$ cat src/logic/vga_fe_consts.svh
// address map, field and count constants for the display front end
`ifndef VGA_FE_CONSTS_SVH
`define VGA_FE_CONSTS_SVH
`define WIN_ALL_LO 20'ha0000
`define WIN_ALL_HI 20'hbffff
`define WIN_EGA_LO 20'ha0000
`define WIN_EGA_HI 20'haffff
`define WIN_MDA_LO 20'hb0000
`define WIN_MDA_HI 20'hb7fff
`define WIN_CGA_LO 20'hb8000
`define WIN_CGA_HI 20'hbffff
`define IO_LO 10'h3b0
`define IO_HI 10'h3df
`define IO_MONO_HI 10'h3bf
`define IO_COLOR_LO 10'h3d0
`define MAP_ALL 2'h0
`define MAP_EGA 2'h1
`define MAP_MDA 2'h2
`define MAP_CGA 2'h3
`define SIZE_BYTE 2'h0
`define SIZE_WORD 2'h1
`define SIZE_DWORD 2'h2
`define BE_EVEN 4'h5
`define BE_ODD 4'ha
`define BE_NONE 4'h0
`endif

$ cat src/logic/vga_fe_pkg.sv
// types shared by the display front end
package vga_fe_pkg;
  typedef struct packed {
    logic is_io;
    logic write;
    logic [1:0] size;
    logic [19:0] addr;
    logic [31:0] wdata;
  } host_req_t;
  typedef struct packed {
    logic [1:0] map_sel;
    logic alt_write;
    logic quad_write;
    logic alt_read;
    logic [1:0] read_plane;
    logic [3:0] plane_write_mask;
    logic page_select_bit;
    logic color_io;
  } fe_cfg_t;
  typedef struct packed {
    logic write;
    logic [15:0] addr;
    logic [3:0] be;
    logic [31:0] wdata;
  } fb_cmd_t;
endpackage

$ cat src/logic/vga_front_end.sv
// host-to-frame-buffer front end of the legacy display
`timescale 1ns/1ps
`include "vga_fe_consts.svh"
module vga_front_end (
  input wire logic mclk,
  input wire logic nrst,
  input wire logic clk_en,
  input wire logic req_valid,
  input wire vga_fe_pkg::host_req_t req,
  input wire vga_fe_pkg::fe_cfg_t cfg_in,
  input wire logic fb_rvalid,
  input wire logic [31:0] fb_rdata,
  output logic req_ready,
  output logic fb_valid,
  output vga_fe_pkg::fb_cmd_t fb_cmd,
  output logic rd_valid,
  output logic [7:0] rd_data,
  output logic [31:0] rd_pixels,
  output logic io_hit,
  output logic io_is_data,
  output logic [9:0] io_addr,
  output logic [7:0] io_index,
  output logic sysmem_pass,
  output logic ext_bus_start,
  output logic system_mgmt_interrupt_pin
);
  typedef enum logic [2:0] {
    st_idle = 3'b001,
    st_byte = 3'b010,
    st_wait = 3'b100
  } fe_state_t;

  fe_state_t state;
  vga_fe_pkg::fe_cfg_t cfg;
  logic [19:0] cur_addr;
  logic [31:0] wbytes;
  logic [1:0] left;
  logic cur_write;
  logic taken;

  // ------------------------------------------------------------
  // decode helpers
  // ------------------------------------------------------------
  function automatic logic win_hit(input logic [19:0] a,
                                   input logic [1:0] m);
    unique case (m)
      `MAP_EGA: win_hit = a >= `WIN_EGA_LO && a <= `WIN_EGA_HI;
      `MAP_MDA: win_hit = a >= `WIN_MDA_LO && a <= `WIN_MDA_HI;
      `MAP_CGA: win_hit = a >= `WIN_CGA_LO && a <= `WIN_CGA_HI;
      default: win_hit = a >= `WIN_ALL_LO && a <= `WIN_ALL_HI;
    endcase
  endfunction

  // mono block answers only in mono setup, color block only in color
  function automatic logic io_dec(input logic [9:0] a, input logic color);
    io_dec = a >= `IO_LO && a <= `IO_HI;
    if (a <= `IO_MONO_HI && color) io_dec = 1'b0;
    if (a >= `IO_COLOR_LO && !color) io_dec = 1'b0;
  endfunction

  function automatic logic [3:0] byte_en(input logic [1:0] a,
                                         input vga_fe_pkg::fe_cfg_t c);
    if (c.quad_write)
      byte_en = (4'h1 << a) & c.plane_write_mask;
    else if (c.alt_write)
      byte_en = (a[0] ? `BE_ODD : `BE_EVEN) & c.plane_write_mask;
    else
      byte_en = c.plane_write_mask;
  endfunction

  function automatic logic [15:0] fb_addr(input logic [15:0] a,
                                          input vga_fe_pkg::fe_cfg_t c);
    if (c.quad_write)
      fb_addr = {a[15:2], 2'h0};
    else if (c.alt_write)
      fb_addr = {a[15:1], c.page_select_bit};
    else
      fb_addr = a;
  endfunction

  // four-plane pixel unpack, leftmost pixel in the top nibble
  function automatic logic [31:0] unpack(input logic [31:0] d);
    logic [31:0] p;
    p = 32'h0;
    for (int i = 0; i < 8; i++)
      for (int j = 0; j < 4; j++)
        p[(7 - i) * 4 + j] = d[j * 8 + (7 - i)];
    unpack = p;
  endfunction

  assign taken = clk_en && req_valid && req_ready;

  // ------------------------------------------------------------
  // sequencer: split host accesses into byte operations
  // ------------------------------------------------------------
  always_ff @(posedge mclk or negedge nrst) begin
    if (!nrst) begin
      state <= st_idle;
      req_ready <= 1'b1;
      cur_addr <= 20'h0;
      wbytes <= 32'h0;
      left <= 2'h0;
      cur_write <= 1'b0;
      cfg <= '0;
    end else if (clk_en) begin
      unique case (state)
        st_idle: begin
          if (taken && !req.is_io && win_hit(req.addr, cfg_in.map_sel)) begin
            state <= st_byte;
            req_ready <= 1'b0;
            cur_addr <= req.addr;
            wbytes <= req.wdata;
            cur_write <= req.write;
            cfg <= cfg_in; // front-end controls only, held per access
            left <= req.size == `SIZE_DWORD ? 2'h3 :
                    req.size == `SIZE_WORD ? 2'h1 : 2'h0;
          end
        end
        st_byte: begin
          if (!cur_write)
            state <= st_wait;
          else begin
            cur_addr <= cur_addr + 20'h1;
            wbytes <= {8'h0, wbytes[31:8]};
            if (left == 2'h0) begin
              state <= st_idle;
              req_ready <= 1'b1;
            end else
              left <= left - 2'h1;
          end
        end
        st_wait: begin
          if (fb_rvalid) begin
            if (left == 2'h0) begin
              state <= st_idle;
              req_ready <= 1'b1;
            end else begin
              // step only after the return: alt read plane needs this byte
              cur_addr <= cur_addr + 20'h1;
              left <= left - 2'h1;
              state <= st_byte;
            end
          end
        end
      endcase
    end
  end

  // ------------------------------------------------------------
  // frame buffer command
  // ------------------------------------------------------------
  always_ff @(posedge mclk or negedge nrst) begin
    if (!nrst) begin
      fb_valid <= 1'b0;
      fb_cmd <= '0;
    end else if (clk_en) begin
      fb_valid <= state == st_byte;
      if (state == st_byte) begin
        fb_cmd.write <= cur_write;
        fb_cmd.addr <= fb_addr(cur_addr[15:0], cfg);
        fb_cmd.be <= cur_write ? byte_en(cur_addr[1:0], cfg)
                               : `BE_NONE;
        fb_cmd.wdata <= {4{wbytes[7:0]}}; // byte on every plane
      end
    end
  end

  // ------------------------------------------------------------
  // read return: whole dword arrives, one plane and the unpacked pixels go back
  // ------------------------------------------------------------
  always_ff @(posedge mclk or negedge nrst) begin
    if (!nrst) begin
      rd_valid <= 1'b0;
      rd_data <= 8'h0;
      rd_pixels <= 32'h0;
    end else if (clk_en) begin
      rd_valid <= state == st_wait && fb_rvalid;
      if (state == st_wait && fb_rvalid) begin
        rd_pixels <= unpack(fb_rdata);
        unique case (cfg.alt_read ? {cfg.read_plane[1], cur_addr[0]}
                                  : cfg.read_plane)
          2'h0: rd_data <= fb_rdata[7:0];
          2'h1: rd_data <= fb_rdata[15:8];
          2'h2: rd_data <= fb_rdata[23:16];
          2'h3: rd_data <= fb_rdata[31:24];
        endcase
      end
    end
  end

  // ------------------------------------------------------------
  // io decode, index capture, trap and pass-through
  // ------------------------------------------------------------
  always_ff @(posedge mclk or negedge nrst) begin
    if (!nrst) begin
      io_hit <= 1'b0;
      io_is_data <= 1'b0;
      io_addr <= 10'h0;
      io_index <= 8'h0;
      sysmem_pass <= 1'b0;
      ext_bus_start <= 1'b0;
      system_mgmt_interrupt_pin <= 1'b0;
    end else if (clk_en) begin
      io_hit <= taken && req.is_io && io_dec(req.addr[9:0], cfg_in.color_io);
      io_is_data <= req.addr[0];
      io_addr <= req.addr[9:0];
      if (taken && req.is_io && io_dec(req.addr[9:0], cfg_in.color_io)
          && req.write && !req.addr[0])
        io_index <= req.wdata[7:0]; // index port, data port follows
      // trap only emulated hardware; never leave the chip
      system_mgmt_interrupt_pin <= taken &&
        (req.is_io ? io_dec(req.addr[9:0], cfg_in.color_io)
                   : win_hit(req.addr, cfg_in.map_sel));
      sysmem_pass <= taken && !req.is_io &&
                     !win_hit(req.addr, cfg_in.map_sel);
      ext_bus_start <= taken && !req.is_io &&
                       !win_hit(req.addr, cfg_in.map_sel);
    end
  end
endmodule // vga_front_end

$ cat config.mk
export PLATFORM = sky130hd
export DESIGN_NAME = vga_front_end
export DESIGN_NICKNAME = d
export VERILOG_FILES = /design/src/logic/vga_fe_pkg.sv /design/src/logic/vga_front_end.sv
export VERILOG_INCLUDE_DIRS = /design/src /design/src/logic
export SDC_FILE = /design/constraint.sdc
export NUM_CORES = 1
export LEC_CHECK = 0
export BUFFER_PORTS_ARGS = -buffer_cell sky130_fd_sc_hd__buf_4
export CAP_MARGIN = 40
export CELL_PAD_IN_SITES_DETAIL_PLACEMENT = 0
export CELL_PAD_IN_SITES_GLOBAL_PLACEMENT = 1
export CORE_ASPECT_RATIO = 0.6
export CORE_MARGIN = 2
export CORE_UTILIZATION = 35
export DETAILED_ROUTE_END_ITERATION = 16
export HOLD_SLACK_MARGIN = 0.06
export PLACE_DENSITY_LB_ADDON = 0.1
export SETUP_SLACK_MARGIN = 0.15
export SLEW_MARGIN = 10
export SYNTH_ARGS = -nofsm -noshare
export SYNTH_HDL_FRONTEND = slang
export SYNTH_SLANG_ARGS = --single-unit
$ cat constraint.sdc
create_clock -name mclk -period 1.8 [get_ports mclk]
set_input_delay 0.36 -clock mclk [delete_from_list [all_inputs] [get_ports mclk]]
set_output_delay 0.36 -clock mclk [all_outputs]
set_load 0.01 [all_outputs]
==> results.sh, run 1 <==
export IMPL_vias=6073
export IMPL_cts_buffers=17
export IMPL_dieArea_um2=22000
export IMPL_irDropWorstVdd_mv=0.801
export IMPL_slew_headroom_pct=62.1
export IMPL_timing_rr_start="state[1]"
export IMPL_synth_xor_area_share_pct=0.120
export IMPL_fmax_mhz=539
export IMPL_antenna_found_initial=0
export IMPL_grt_overflow=0
export IMPL_fp_row_count=40
export IMPL_worstPathRequired_ps=2110
export IMPL_h_tree_depth=4
export IMPL_top_level_ports=225
export IMPL_clockBufferDepth=2
export IMPL_violations="setup timing"
export IMPL_drive_gt1_share_pct=57.5
export IMPL_worst_setup_path_start_kind="flip-flop"
export IMPL_numClockSinks=157
export IMPL_ys_types=59
export IMPL_finalMaxSlewViolations=0
export IMPL_r2r_end="rd_data[5]"
export IMPL_clockRootBuffer="clkbuf_16"
export IMPL_period_share_pct=103
export IMPL_dr_pass1_iters=6
export IMPL_path_clk_slew_ps=60
export IMPL_path_max_fanout=5
export IMPL_ys_seq_elements=157
export IMPL_hold_depth=2
export IMPL_synth_top_family_by_area="compound AO/OA/AOI/OAI gates"
export IMPL_hpwl_mm=16.1
export IMPL_avgSynthCellArea_um2=11.5
export IMPL_yosys_mux_area_fraction_pct=13.8
export IMPL_synth_fa_ha_area_share_pct=1.55
export IMPL_hold_path_class="in -> reg"
export IMPL_power_mw=17.5
export IMPL_dp_cells=1113
export IMPL_hp_start="req[25]"
export IMPL_power_density_nw_per_um2=1540
export IMPL_p_leak_nw=5.49
export IMPL_synth_cells=633
export IMPL_final_cells=1179
export IMPL_grtUsageTotal_pct=21.5
export IMPL_via_per_inst=5.15
export IMPL_whs_endpoint="wbytes[25]"
export IMPL_endpoint_kind="flip-flop"
export IMPL_hold_violations=0
export IMPL_final_cell_area_um2=11300
export IMPL_setup_slack_ps=-53.6
export IMPL_drv_cap=0
export IMPL_drc=0
export IMPL_antenna_cells=0
export IMPL_syn_nets=748
export IMPL_synthTopCellsByCount="dfrtp_1 (155), nand2_1 (101), mux2_2 (71)"
export IMPL_synthArstFlopShare_pct=100
export IMPL_rsz0062_at_grt="yes"
export IMPL_grt_first_pass_wirelength_mm=35.3
export IMPL_grt_max_degree=48
export IMPL_portBuffers=224
export IMPL_final_nets=1008
export IMPL_drt_iter0_drc=401
export IMPL_worstSkewPairLatency_ps=430
export IMPL_synthFlopType="dfrtp_1"
export IMPL_yosysTopAreaCell="dfrtp_1"
export IMPL_die_w_um=190
export IMPL_dpl_instance_area_um2=9540
export IMPL_place_ws_ps=-395
export IMPL_totalWireLength_mm=23.9
export IMPL_drt_antenna_violating_nets=0
export IMPL_worst_pin_slew_ps=569
export IMPL_yosysTopAreaCellShare_pct=53.2
export IMPL_cts_tree="yes"
export IMPL_yosysMostFrequentCell="dfrtp_1"
export IMPL_status="finished, violations left"
export IMPL_grt_pass1_vias=6113
export IMPL_synth_edff_count=0
export IMPL_worstSetupPathType="reg -> reg"
export IMPL_seq_area_frac_synth_pct=54.0
export IMPL_skew_ps=7.32
export IMPL_routabilityCongestion=0.793
export IMPL_avgRoutedWirePerCell_um=20.2
export IMPL_reg2reg_slack_ps=-50
export IMPL_die_h_um=116
export IMPL_synth_top_cells_by_area="dfrtp_1 (53%), mux2_2 (11%), nand2_1 (5.2%), a2bb2oi_1 (3.0%), buf_4 (2.7%)"
export IMPL_cp_arrival_ps=2160
export IMPL_worst_r2r_path_depth=8
export IMPL_synth_compound_area_share_pct=13.9
export IMPL_fillers=1741
export IMPL_yosys_warnings=0
export IMPL_synth_simple_area_share_pct=10.4
export IMPL_start_util_pct=36.0
export IMPL_area_growth_pct=55.6
export IMPL_setup_violations=43
export IMPL_final_min_clock_period_ps=1850
export IMPL_mappedNetlistArea_um2=7290
export IMPL_core_area_um2=20200
-- final cells by class --
| class | count | area, µm² | area share, % |
|---|---|---|---|
| Inverter | 15 | 58.8 | 0.519 |
| Sequential cell | 157 | 3940 | 34.7 |
| Tap cell | 273 | 342 | 3.01 |
| Clock buffer | 19 | 433 | 3.82 |
| Timing Repair Buffer | 306 | 2760 | 24.4 |
| Clock inverter | 13 | 168 | 1.48 |
| Multi-Input combinational cell | 396 | 3640 | 32.1 |
-- per-layer routing --
metal,part of all wire [%],GRT usage [%],routed length (µm),up-vias
li1,-,-,-,2791
met1,48,31.9,11400,3081
met2,44,30.3,10500,183
met3,7.1,6.36,1700,18
met4,1.2,6.15,281,0
met5,0,0,0,-
-- state kept, by name (all words and copies together), names as in the netlist --
signal                     cells
state                          3
io_hit                         1
io_index                       8
cfg                           10
rd_pixels                     32
rd_data                        8
fb_valid                       1
rd_valid                       1
ext_bus_start                  1
cur_write                      1
cur_addr                      16
fb_cmd                        29
system_mgmt_interrupt_pin      1
req_ready                      1
left                           2
io_addr                       10
wbytes                        32
-- report_power, final --
group	switching, mW	internal (mW)	total (mW)
Clock	1.53	2.19	3.72
Sequential	1.02	4.69	5.71
Combinational	3.79	4.26	8.05
Total	6.34	11.1	17.5
-- worst max path at each step --
stage	startpoint	to	slack, ps	depth (start not counted)
2_1_floorplan	cfg_in[12]	cfg[10]	-230	6
3_3_place_gp	cfg_in[0]	io_index[6]	-370	7
4_1_cts	state[0]	cfg[5]	-3	4
6_report	state[1]	rd_data[5]	-50	8
3_5_place_dp	cfg_in[0]	io_index[7]	-390	7
5_1_grt	left[0]	cur_addr[13]	-130	8
-- placed cells by master (no fill, tap or decap), drive strengths merged, types with 2 or more instances in the layout --
cell	n
clkinvlp	5
nand2b	5
a21o	4
dfstp	2
a32o	2
a31o	3
inv	16
o21ai	22
or3	3
bufinv	3
and4	3
or3b	3
and2	2
nor3b	2
ha	9
mux2i	2
dfrtp	155
buf	302
a21oi	19
o22ai	29
nor2	12
nand3	11
o31ai	3
a22o	10
nand4	7
a2bb2oi	25
nand3b	3
mux4	8
mux2	71
o32ai	2
nand2	101
clkinv	4
a31oi	15
or2	2
clkbuf	22
nor2b	2
a211oi	2
-- logic make-up (layout without fill, tap and decap cells) --
logic type / after synthesis / count (layout)
buf+inv: 81 / 353
xor+xnor: 1 / 1
flops: 157 / 157
compound gates: 145 / 145
simple gates: 159 / 160
mux: 81 / 81
fa+ha+maj: 9 / 9
-- critical path, cell delays in order, from the launching register on --
cell	delay, ps
dfrtp_2	440
buf_6	130
nor2b_4	110
buf_6	120
nand4b_1	190
buf_6	200
buf_6	120
buf_16	130
mux2_4	290
-- timing repair --
| item | 4_1_cts | 5_1_grt |
|---|---|---|
| hold buffers | 1 | 0 |
| buffers inserted | 11 | 10 |
| cloned | 8 | 4 |
| pin swaps | 16 | 40 |
| resized for setup | 95 | 89 |
| endpoints found under the setup margin | 119 | 142 |
| endpoints found under the hold margin | 40 | 0 |
-- through the flow --
stage / TNS, ps / util, % / hold slack, ps
after detailed placement: -14310 / 47.2 / 324
after global placement: -12210 / 47.2 / 318
after global routing: -5990 / 56.1 / 123
final: -1410 / 56.1 / 146
after CTS: -7.64 / 53.4 / 123
after floorplan: -4970 / - / 64.4
Note: power is estimated with default switching activity, not from simulation.
==> run 2: changes to the inputs <==
- CELL_PAD_IN_SITES_DETAIL_PLACEMENT: 0 -> default
- CELL_PAD_IN_SITES_GLOBAL_PLACEMENT: 1 -> default
- PLACE_DENSITY_LB_ADDON: 0.1 -> default
==> run 2 against run 1 <==
The flow still finishes with violations (setup timing). First-iteration DRC count fell by 10%. Sequential share of layout area fell by 1.5 points. Sequential power rose by 2%. Routed wire length rose by 3.0%. Cell count rose by 0.76%. Non-clock buffer count rose by 9. Power rose by 7.0%. Global-route usage fell by 0.28 points.
==> results.sh, run 2 (synthesis gave the netlist of run 1 again) <==
export IMPL_status="finished, violations left"
export IMPL_violations="setup timing"
export IMPL_final_cell_mix="buf_4 (264), dfrtp_1 (152), nand2_1 (67)"
export IMPL_core_area_um2=20200
export IMPL_worst_r2r_path_depth=5
export IMPL_vias=6165
export IMPL_crit_path_start="state[0]"
export IMPL_routabilityCongestion=0.816
export IMPL_fmax_mhz=541
export IMPL_period_share_pct=103
export IMPL_hold_path_class="in -> reg"
export IMPL_irDropWorstVdd_mv=0.898
export IMPL_p_leak_nw=5.66
export IMPL_grt_first_pass_wirelength_mm=35.2
export IMPL_dieArea_um2=22000
export IMPL_final_util_pct=58.6
export IMPL_final_min_clock_period_ps=1850
export IMPL_worstSetupPathDepth=5
export IMPL_top_level_ports=225
export IMPL_clockBufferDepth=2
export IMPL_rsz0062_at_grt="yes"
export IMPL_drive_gt1_share_pct=62.6
export IMPL_path_buf_inv=2
export IMPL_area_growth_pct=62.7
export IMPL_grtUsageTotal_pct=21.2
export IMPL_hpwl_mm=15.7
export IMPL_hp_start="req[28]"
export IMPL_path_clk_slew_ps=60
export IMPL_portBuffers=224
export IMPL_worst_setup_path_start_kind="flip-flop"
export IMPL_cts_tree="yes"
export IMPL_die_h_um=116
export IMPL_h_tree_depth=4
export IMPL_slowest_stage="dfstp_2"
export IMPL_cts_buffers=17
export IMPL_antenna_found_initial=0
export IMPL_slew_headroom_pct=61.0
export IMPL_grt_max_degree=45
export IMPL_path_delay_family="simple AND/OR/NAND/NOR gates"
export IMPL_worstPathRequired_ps=2110
export IMPL_endpoint_kind="flip-flop"
export IMPL_finalMaxSlewViolations=0
export IMPL_path_max_fanout=5
export IMPL_worstSkewPairLatency_ps=430
export IMPL_timing_rr_start="state[0]"
export IMPL_drt_antenna_violating_nets=0
export IMPL_layout_cells_most_common="buf_4"
export IMPL_final_nets=1017
export IMPL_grt_overflow=0
export IMPL_place_ws_ps=-400
export IMPL_via_per_inst=5.19
export IMPL_fp_row_count=40
export IMPL_cpPeakStageDelay_ps=530
export IMPL_crit_chain="or3b_4 > nor3_4 > buf_12 > clkbuf_16 > mux2_4"
export IMPL_dr_pass1_iters=5
export IMPL_fin_setup_tns_ps=-568
export IMPL_worst_pin_slew_ps=585
export IMPL_clockRootBuffer="clkbuf_16"
export IMPL_antenna_cells=0
export IMPL_start_util_pct=36.0
export IMPL_hold_slack_ps=143
export IMPL_setup_slack_ps=-48.8
export IMPL_drc=0
export IMPL_hold_depth=2
export IMPL_die_w_um=190
export IMPL_numClockSinks=157
export IMPL_hold_violations=0
export IMPL_skew_ps=7.17
export IMPL_drv_cap=0
export IMPL_avgRoutedWirePerCell_um=20.7
export IMPL_setup_violations=22
export IMPL_cp_arrival_ps=2160
export IMPL_grt_pass1_vias=5925
export IMPL_totalWireLength_mm=24.6
export IMPL_worstSetupPathType="reg -> reg"
export IMPL_drt_iter0_drc=361
export IMPL_power_density_nw_per_um2=1580
export IMPL_top_regs="rd_pixels: 32 flops, wbytes: 32 flops, fb_cmd: 29 flops"
run 2: cell types whose count changed in the layout (fill, tap and decap cells not counted), sizes merged:
cell | previous run | this run
clkinvlp | 5 | 1
buf | 302 | 304
clkinv | 4 | 2
inv | 16 | 24
clkbuf | 22 | 27
run 2: timing repair:
| action | in CTS | in global routing |
|---|---|---|
| pin swaps | 10 | 51 |
| resized for setup | 107 | 130 |
| hold buffers | 1 | 0 |
| endpoints found under the setup margin | 122 | 143 |
| hold endpoints to repair | 29 | 0 |
| cloned | 6 | 12 |
| buffers inserted | 8 | 9 |
run 2: per-layer routing:
metal / global-route usage, % / vias up / wire length [µm]
li1: - / 2840 / -
met1: 33.1 / 3126 / 12300
met2: 29.7 / 184 / 10700
met3: 4.48 / 15 / 1330
met4: 5.17 / 0 / 196
met5: 0 / - / 0
run 2: cell type report:
class                   instances  area [µm²]
repair buffers                315        2910
clock buffers                  17         425
inverters                      15        58.8
flip-flops and latches        157        3940
fillers                      1670        8370
clock inverters                15         196
multi-input cells             396        3990
well taps                     273         342
run 2: final timing paths:
kind,to,slack (ps)
min in group asynchronous,rd_pixels[27],420
hold reg to reg,fb_cmd[48],490
setup / recovery,cfg[10],-50
hold / removal,wbytes[28],140
setup reg to reg,cfg[10],-50
max in group asynchronous,cfg[10],790
run 2: per-stage QoR:
stage | instance area [µm²] | cells | power [mW]
final | 11900 | 1188 | 18.7
after global routing | 11900 | 1188 | 19.7
after CTS | 10900 | 1167 | 17.1
after detailed placement | 9590 | 1120 | 12.2
after floorplan | 7440 | 633 | 9.41
after global placement | 9590 | 1120 | 12.2
run 2: power breakdown:
group | leakage [nW] | switching [mW] | internal (mW)
registers | 2.01 | 1.14 | 4.69
logic | 3.35 | 4.29 | 4.74
clock network | 0.303 | 1.61 | 2.23
==> run 3: changes to the inputs <==
- CORE_MARGIN: 2 -> default
- GPL_TIMING_DRIVEN: default -> 0
==> run 3 against run 2 <==
The run still ends with setup timing left. Combinational power down 5.1%. Worst setup slack lost 140 ps. Critical path depth grew 4. Cell count grew 2.7%. Die area is 2.8% lower. Largest cell class is now flip-flops and latches. Sequential power is 2% lower. Non-clock buffer count up 33. Power down 3.8%. Global-route usage is 0.85 points higher. Flip-flop and latch count stayed put. Critical endpoint is now cur_addr[14]. Design area decreased by 2.1%. Routed wire length down 4.8%.
==> results.sh, run 3 (synthesis gave the netlist of run 1 again) <==
export IMPL_vias=6213
export IMPL_totalWireLength_mm=23.4
export IMPL_worstPathRequired_ps=2150
export IMPL_irDropWorstVdd_mv=1.01
export IMPL_hold_path_class="in -> reg"
export IMPL_via_per_inst=5.09
export IMPL_clockBufferDepth=2
export IMPL_fmax_mhz=504
export IMPL_hpwl_mm=16.0
export IMPL_core_area_um2=20200
export IMPL_multi_input_area_um2=3660
export IMPL_die_w_um=188
export IMPL_slew_headroom_pct=51.8
export IMPL_start_util_pct=36.0
export IMPL_final_cells=1220
export IMPL_hold_violations=0
export IMPL_path_clk_slew_ps=60
export IMPL_crit_chain="buf_6 > or3b_1 > buf_6 > o221a_1 > buf_6 > and2_4 > buf_8 > clkbuf_16 > a21oi_2"
export IMPL_cp_arrival_ps=2340
export IMPL_finalMaxSlewViolations=0
export IMPL_endpoint_kind="flip-flop"
export IMPL_path_delay_family="buffers and inverters"
export IMPL_violations="setup timing"
export IMPL_drt_iter0_drc=371
export IMPL_grt_max_degree=83
export IMPL_path_max_fanout=8
export IMPL_dpl_instance_area_um2=9490
export IMPL_hold_depth=2
export IMPL_cts_tree="yes"
export IMPL_seqPwrFrac_pct=31.7
export IMPL_skew_ps=7.84
export IMPL_top_regs="rd_pixels: 32 flops, wbytes: 32 flops, fb_cmd: 29 flops"
export IMPL_internal_power_mw=11.5
export IMPL_final_cell_area_um2=11600
export IMPL_slowest_stage="or3b_1"
export IMPL_cts_buffers=17
export IMPL_h_tree_depth=4
export IMPL_status="finished, violations left"
export IMPL_die_h_um=114
export IMPL_path_buf_inv=5
export IMPL_dieArea_um2=21400
export IMPL_p_leak_nw=5.59
export IMPL_drt_antenna_violating_nets=0
export IMPL_dp_cells=1130
export IMPL_antenna_found_initial=0
export IMPL_worst_r2r_path_depth=9
export IMPL_comb_power_share_pct=47.6
export IMPL_routabilityCongestion=0.830
export IMPL_worstSkewPairLatency_ps=430
export IMPL_grt_pass1_vias=6052
export IMPL_layout_cells_most_common="buf_4"
export IMPL_clockRootBuffer="clkbuf_16"
export IMPL_cpPeakStageDelay_ps=380
export IMPL_final_cell_mix="buf_4 (275), dfrtp_1 (154), nand2_1 (76)"
export IMPL_period_share_pct=110
export IMPL_rsz0062_at_grt="yes"
export IMPL_antenna_cells=0
export IMPL_clkPwrFrac_pct=20.8
export IMPL_drv_cap=0
export IMPL_drive_gt1_share_pct=60.8
export IMPL_portBuffers=223
export IMPL_setup_violations=129
export IMPL_dr_pass1_iters=5
export IMPL_worstSetupPathType="reg -> reg"
export IMPL_final_nets=1049
export IMPL_grt_overflow=0
export IMPL_drc=0
export IMPL_p_switching_mw=6.52
export IMPL_power_density_nw_per_um2=1550
export IMPL_grt_first_pass_wirelength_mm=35.9
export IMPL_fp_row_count=40
export IMPL_worstSetupPathDepth=9
export IMPL_setup_slack_ps=-186
export IMPL_area_growth_pct=59.4
export IMPL_switching_share_pct=36.2
export IMPL_top_level_ports=225
export IMPL_grtUsageTotal_pct=22.1
export IMPL_fillers=1733
export IMPL_avgRoutedWirePerCell_um=19.2
export IMPL_numClockSinks=157
export IMPL_worst_setup_path_start_kind="flip-flop"
export IMPL_crit_path_frequent_cell="buf_6"
export IMPL_register_area_um2=3930
export IMPL_final_min_clock_period_ps=1990
export IMPL_worst_pin_slew_ps=723
## run 3: changes by cell type in the layout (fill, tap and decap cells not counted), sizes merged
cell / change
and2: -1
clkinv: +6
clkbuf: +11
buf: +23
inv: -8
clkinvlp: +1
## run 3: worst paths after layout
path | start | to | slack, ps
worst max-delay path | state[2] | cur_addr[14] | -190
worst min-delay path | req[31] | wbytes[31] | 140
worst max register to register | state[2] | cur_addr[14] | -190
worst min register to register | fb_cmd[47] | fb_cmd[47] | 470
max in group asynchronous | nrst | cur_addr[0] | 470
min in group asynchronous | nrst | wbytes[22] | 520
## run 3: stage by stage
| step | total power, mW | setup slack, ps | setup TNS (ps) | util [%] | hold slack [ps] |
|---|---|---|---|---|---|
| 2_1_floorplan | 9.41 | -234 | -4970 | - | 64.4 |
| 3_3_place_gp | 12.2 | -895 | -123260 | 46.8 | 452 |
| 3_5_place_dp | 12.3 | -884 | -47020 | 46.9 | 407 |
| 4_1_cts | 17.6 | -188 | -9520 | 56.1 | 125 |
| 5_1_grt | 19.0 | -225 | -17900 | 57.4 | 135 |
| 6_report | 18.0 | -186 | -8920 | 57.4 | 144 |
## run 3: worst register-to-register path, cell delays in order, from the launching register on
cell       delay (ps)
dfrtp_1           370
buf_6             130
or3b_1            380
buf_6             140
o221a_1           210
buf_6             130
and2_4            130
buf_8             140
clkbuf_16         170
a21oi_2           100
## run 3: power by group through the flow
stage	clock network, mW	registers (mW)	logic, mW
floorplan	0	5.73	3.68
global placement	0	5.59	6.65
detailed placement	0	5.61	6.70
CTS	3.83	5.64	8.10
global route	4.00	5.84	9.17
finish	3.73	5.70	8.56
## run 3: repair_timing
action | 4_1_cts | 5_1_grt
pin swaps | 45 | 13
endpoints found under the hold margin | 79 | 0
hold buffers | 1 | 0
resized for setup | 170 | 51
cloned | 7 | 3
setup endpoints to repair | 143 | 144
setup buffers | 41 | 7
## run 3: area by class of cell
type / instances / area share (%)
flip-flops and latches: 157 / 33.9
inverters: 15 / 0.507
plain buffers: 65 / 5.60
multi-input cells: 395 / 31.6
clock inverters: 14 / 1.45
well taps: 273 / 2.94
clock buffers: 18 / 3.78
repair buffers: 283 / 20.3
## run 3: per-layer routing
metal,part of all wire [%],vias up,GRT usage (%)
met5,0,-,0
met4,0.94,0,5.53
met3,4.1,19,4.03
met2,42,150,30.3
met1,53,3158,35.1
li1,-,2886,-
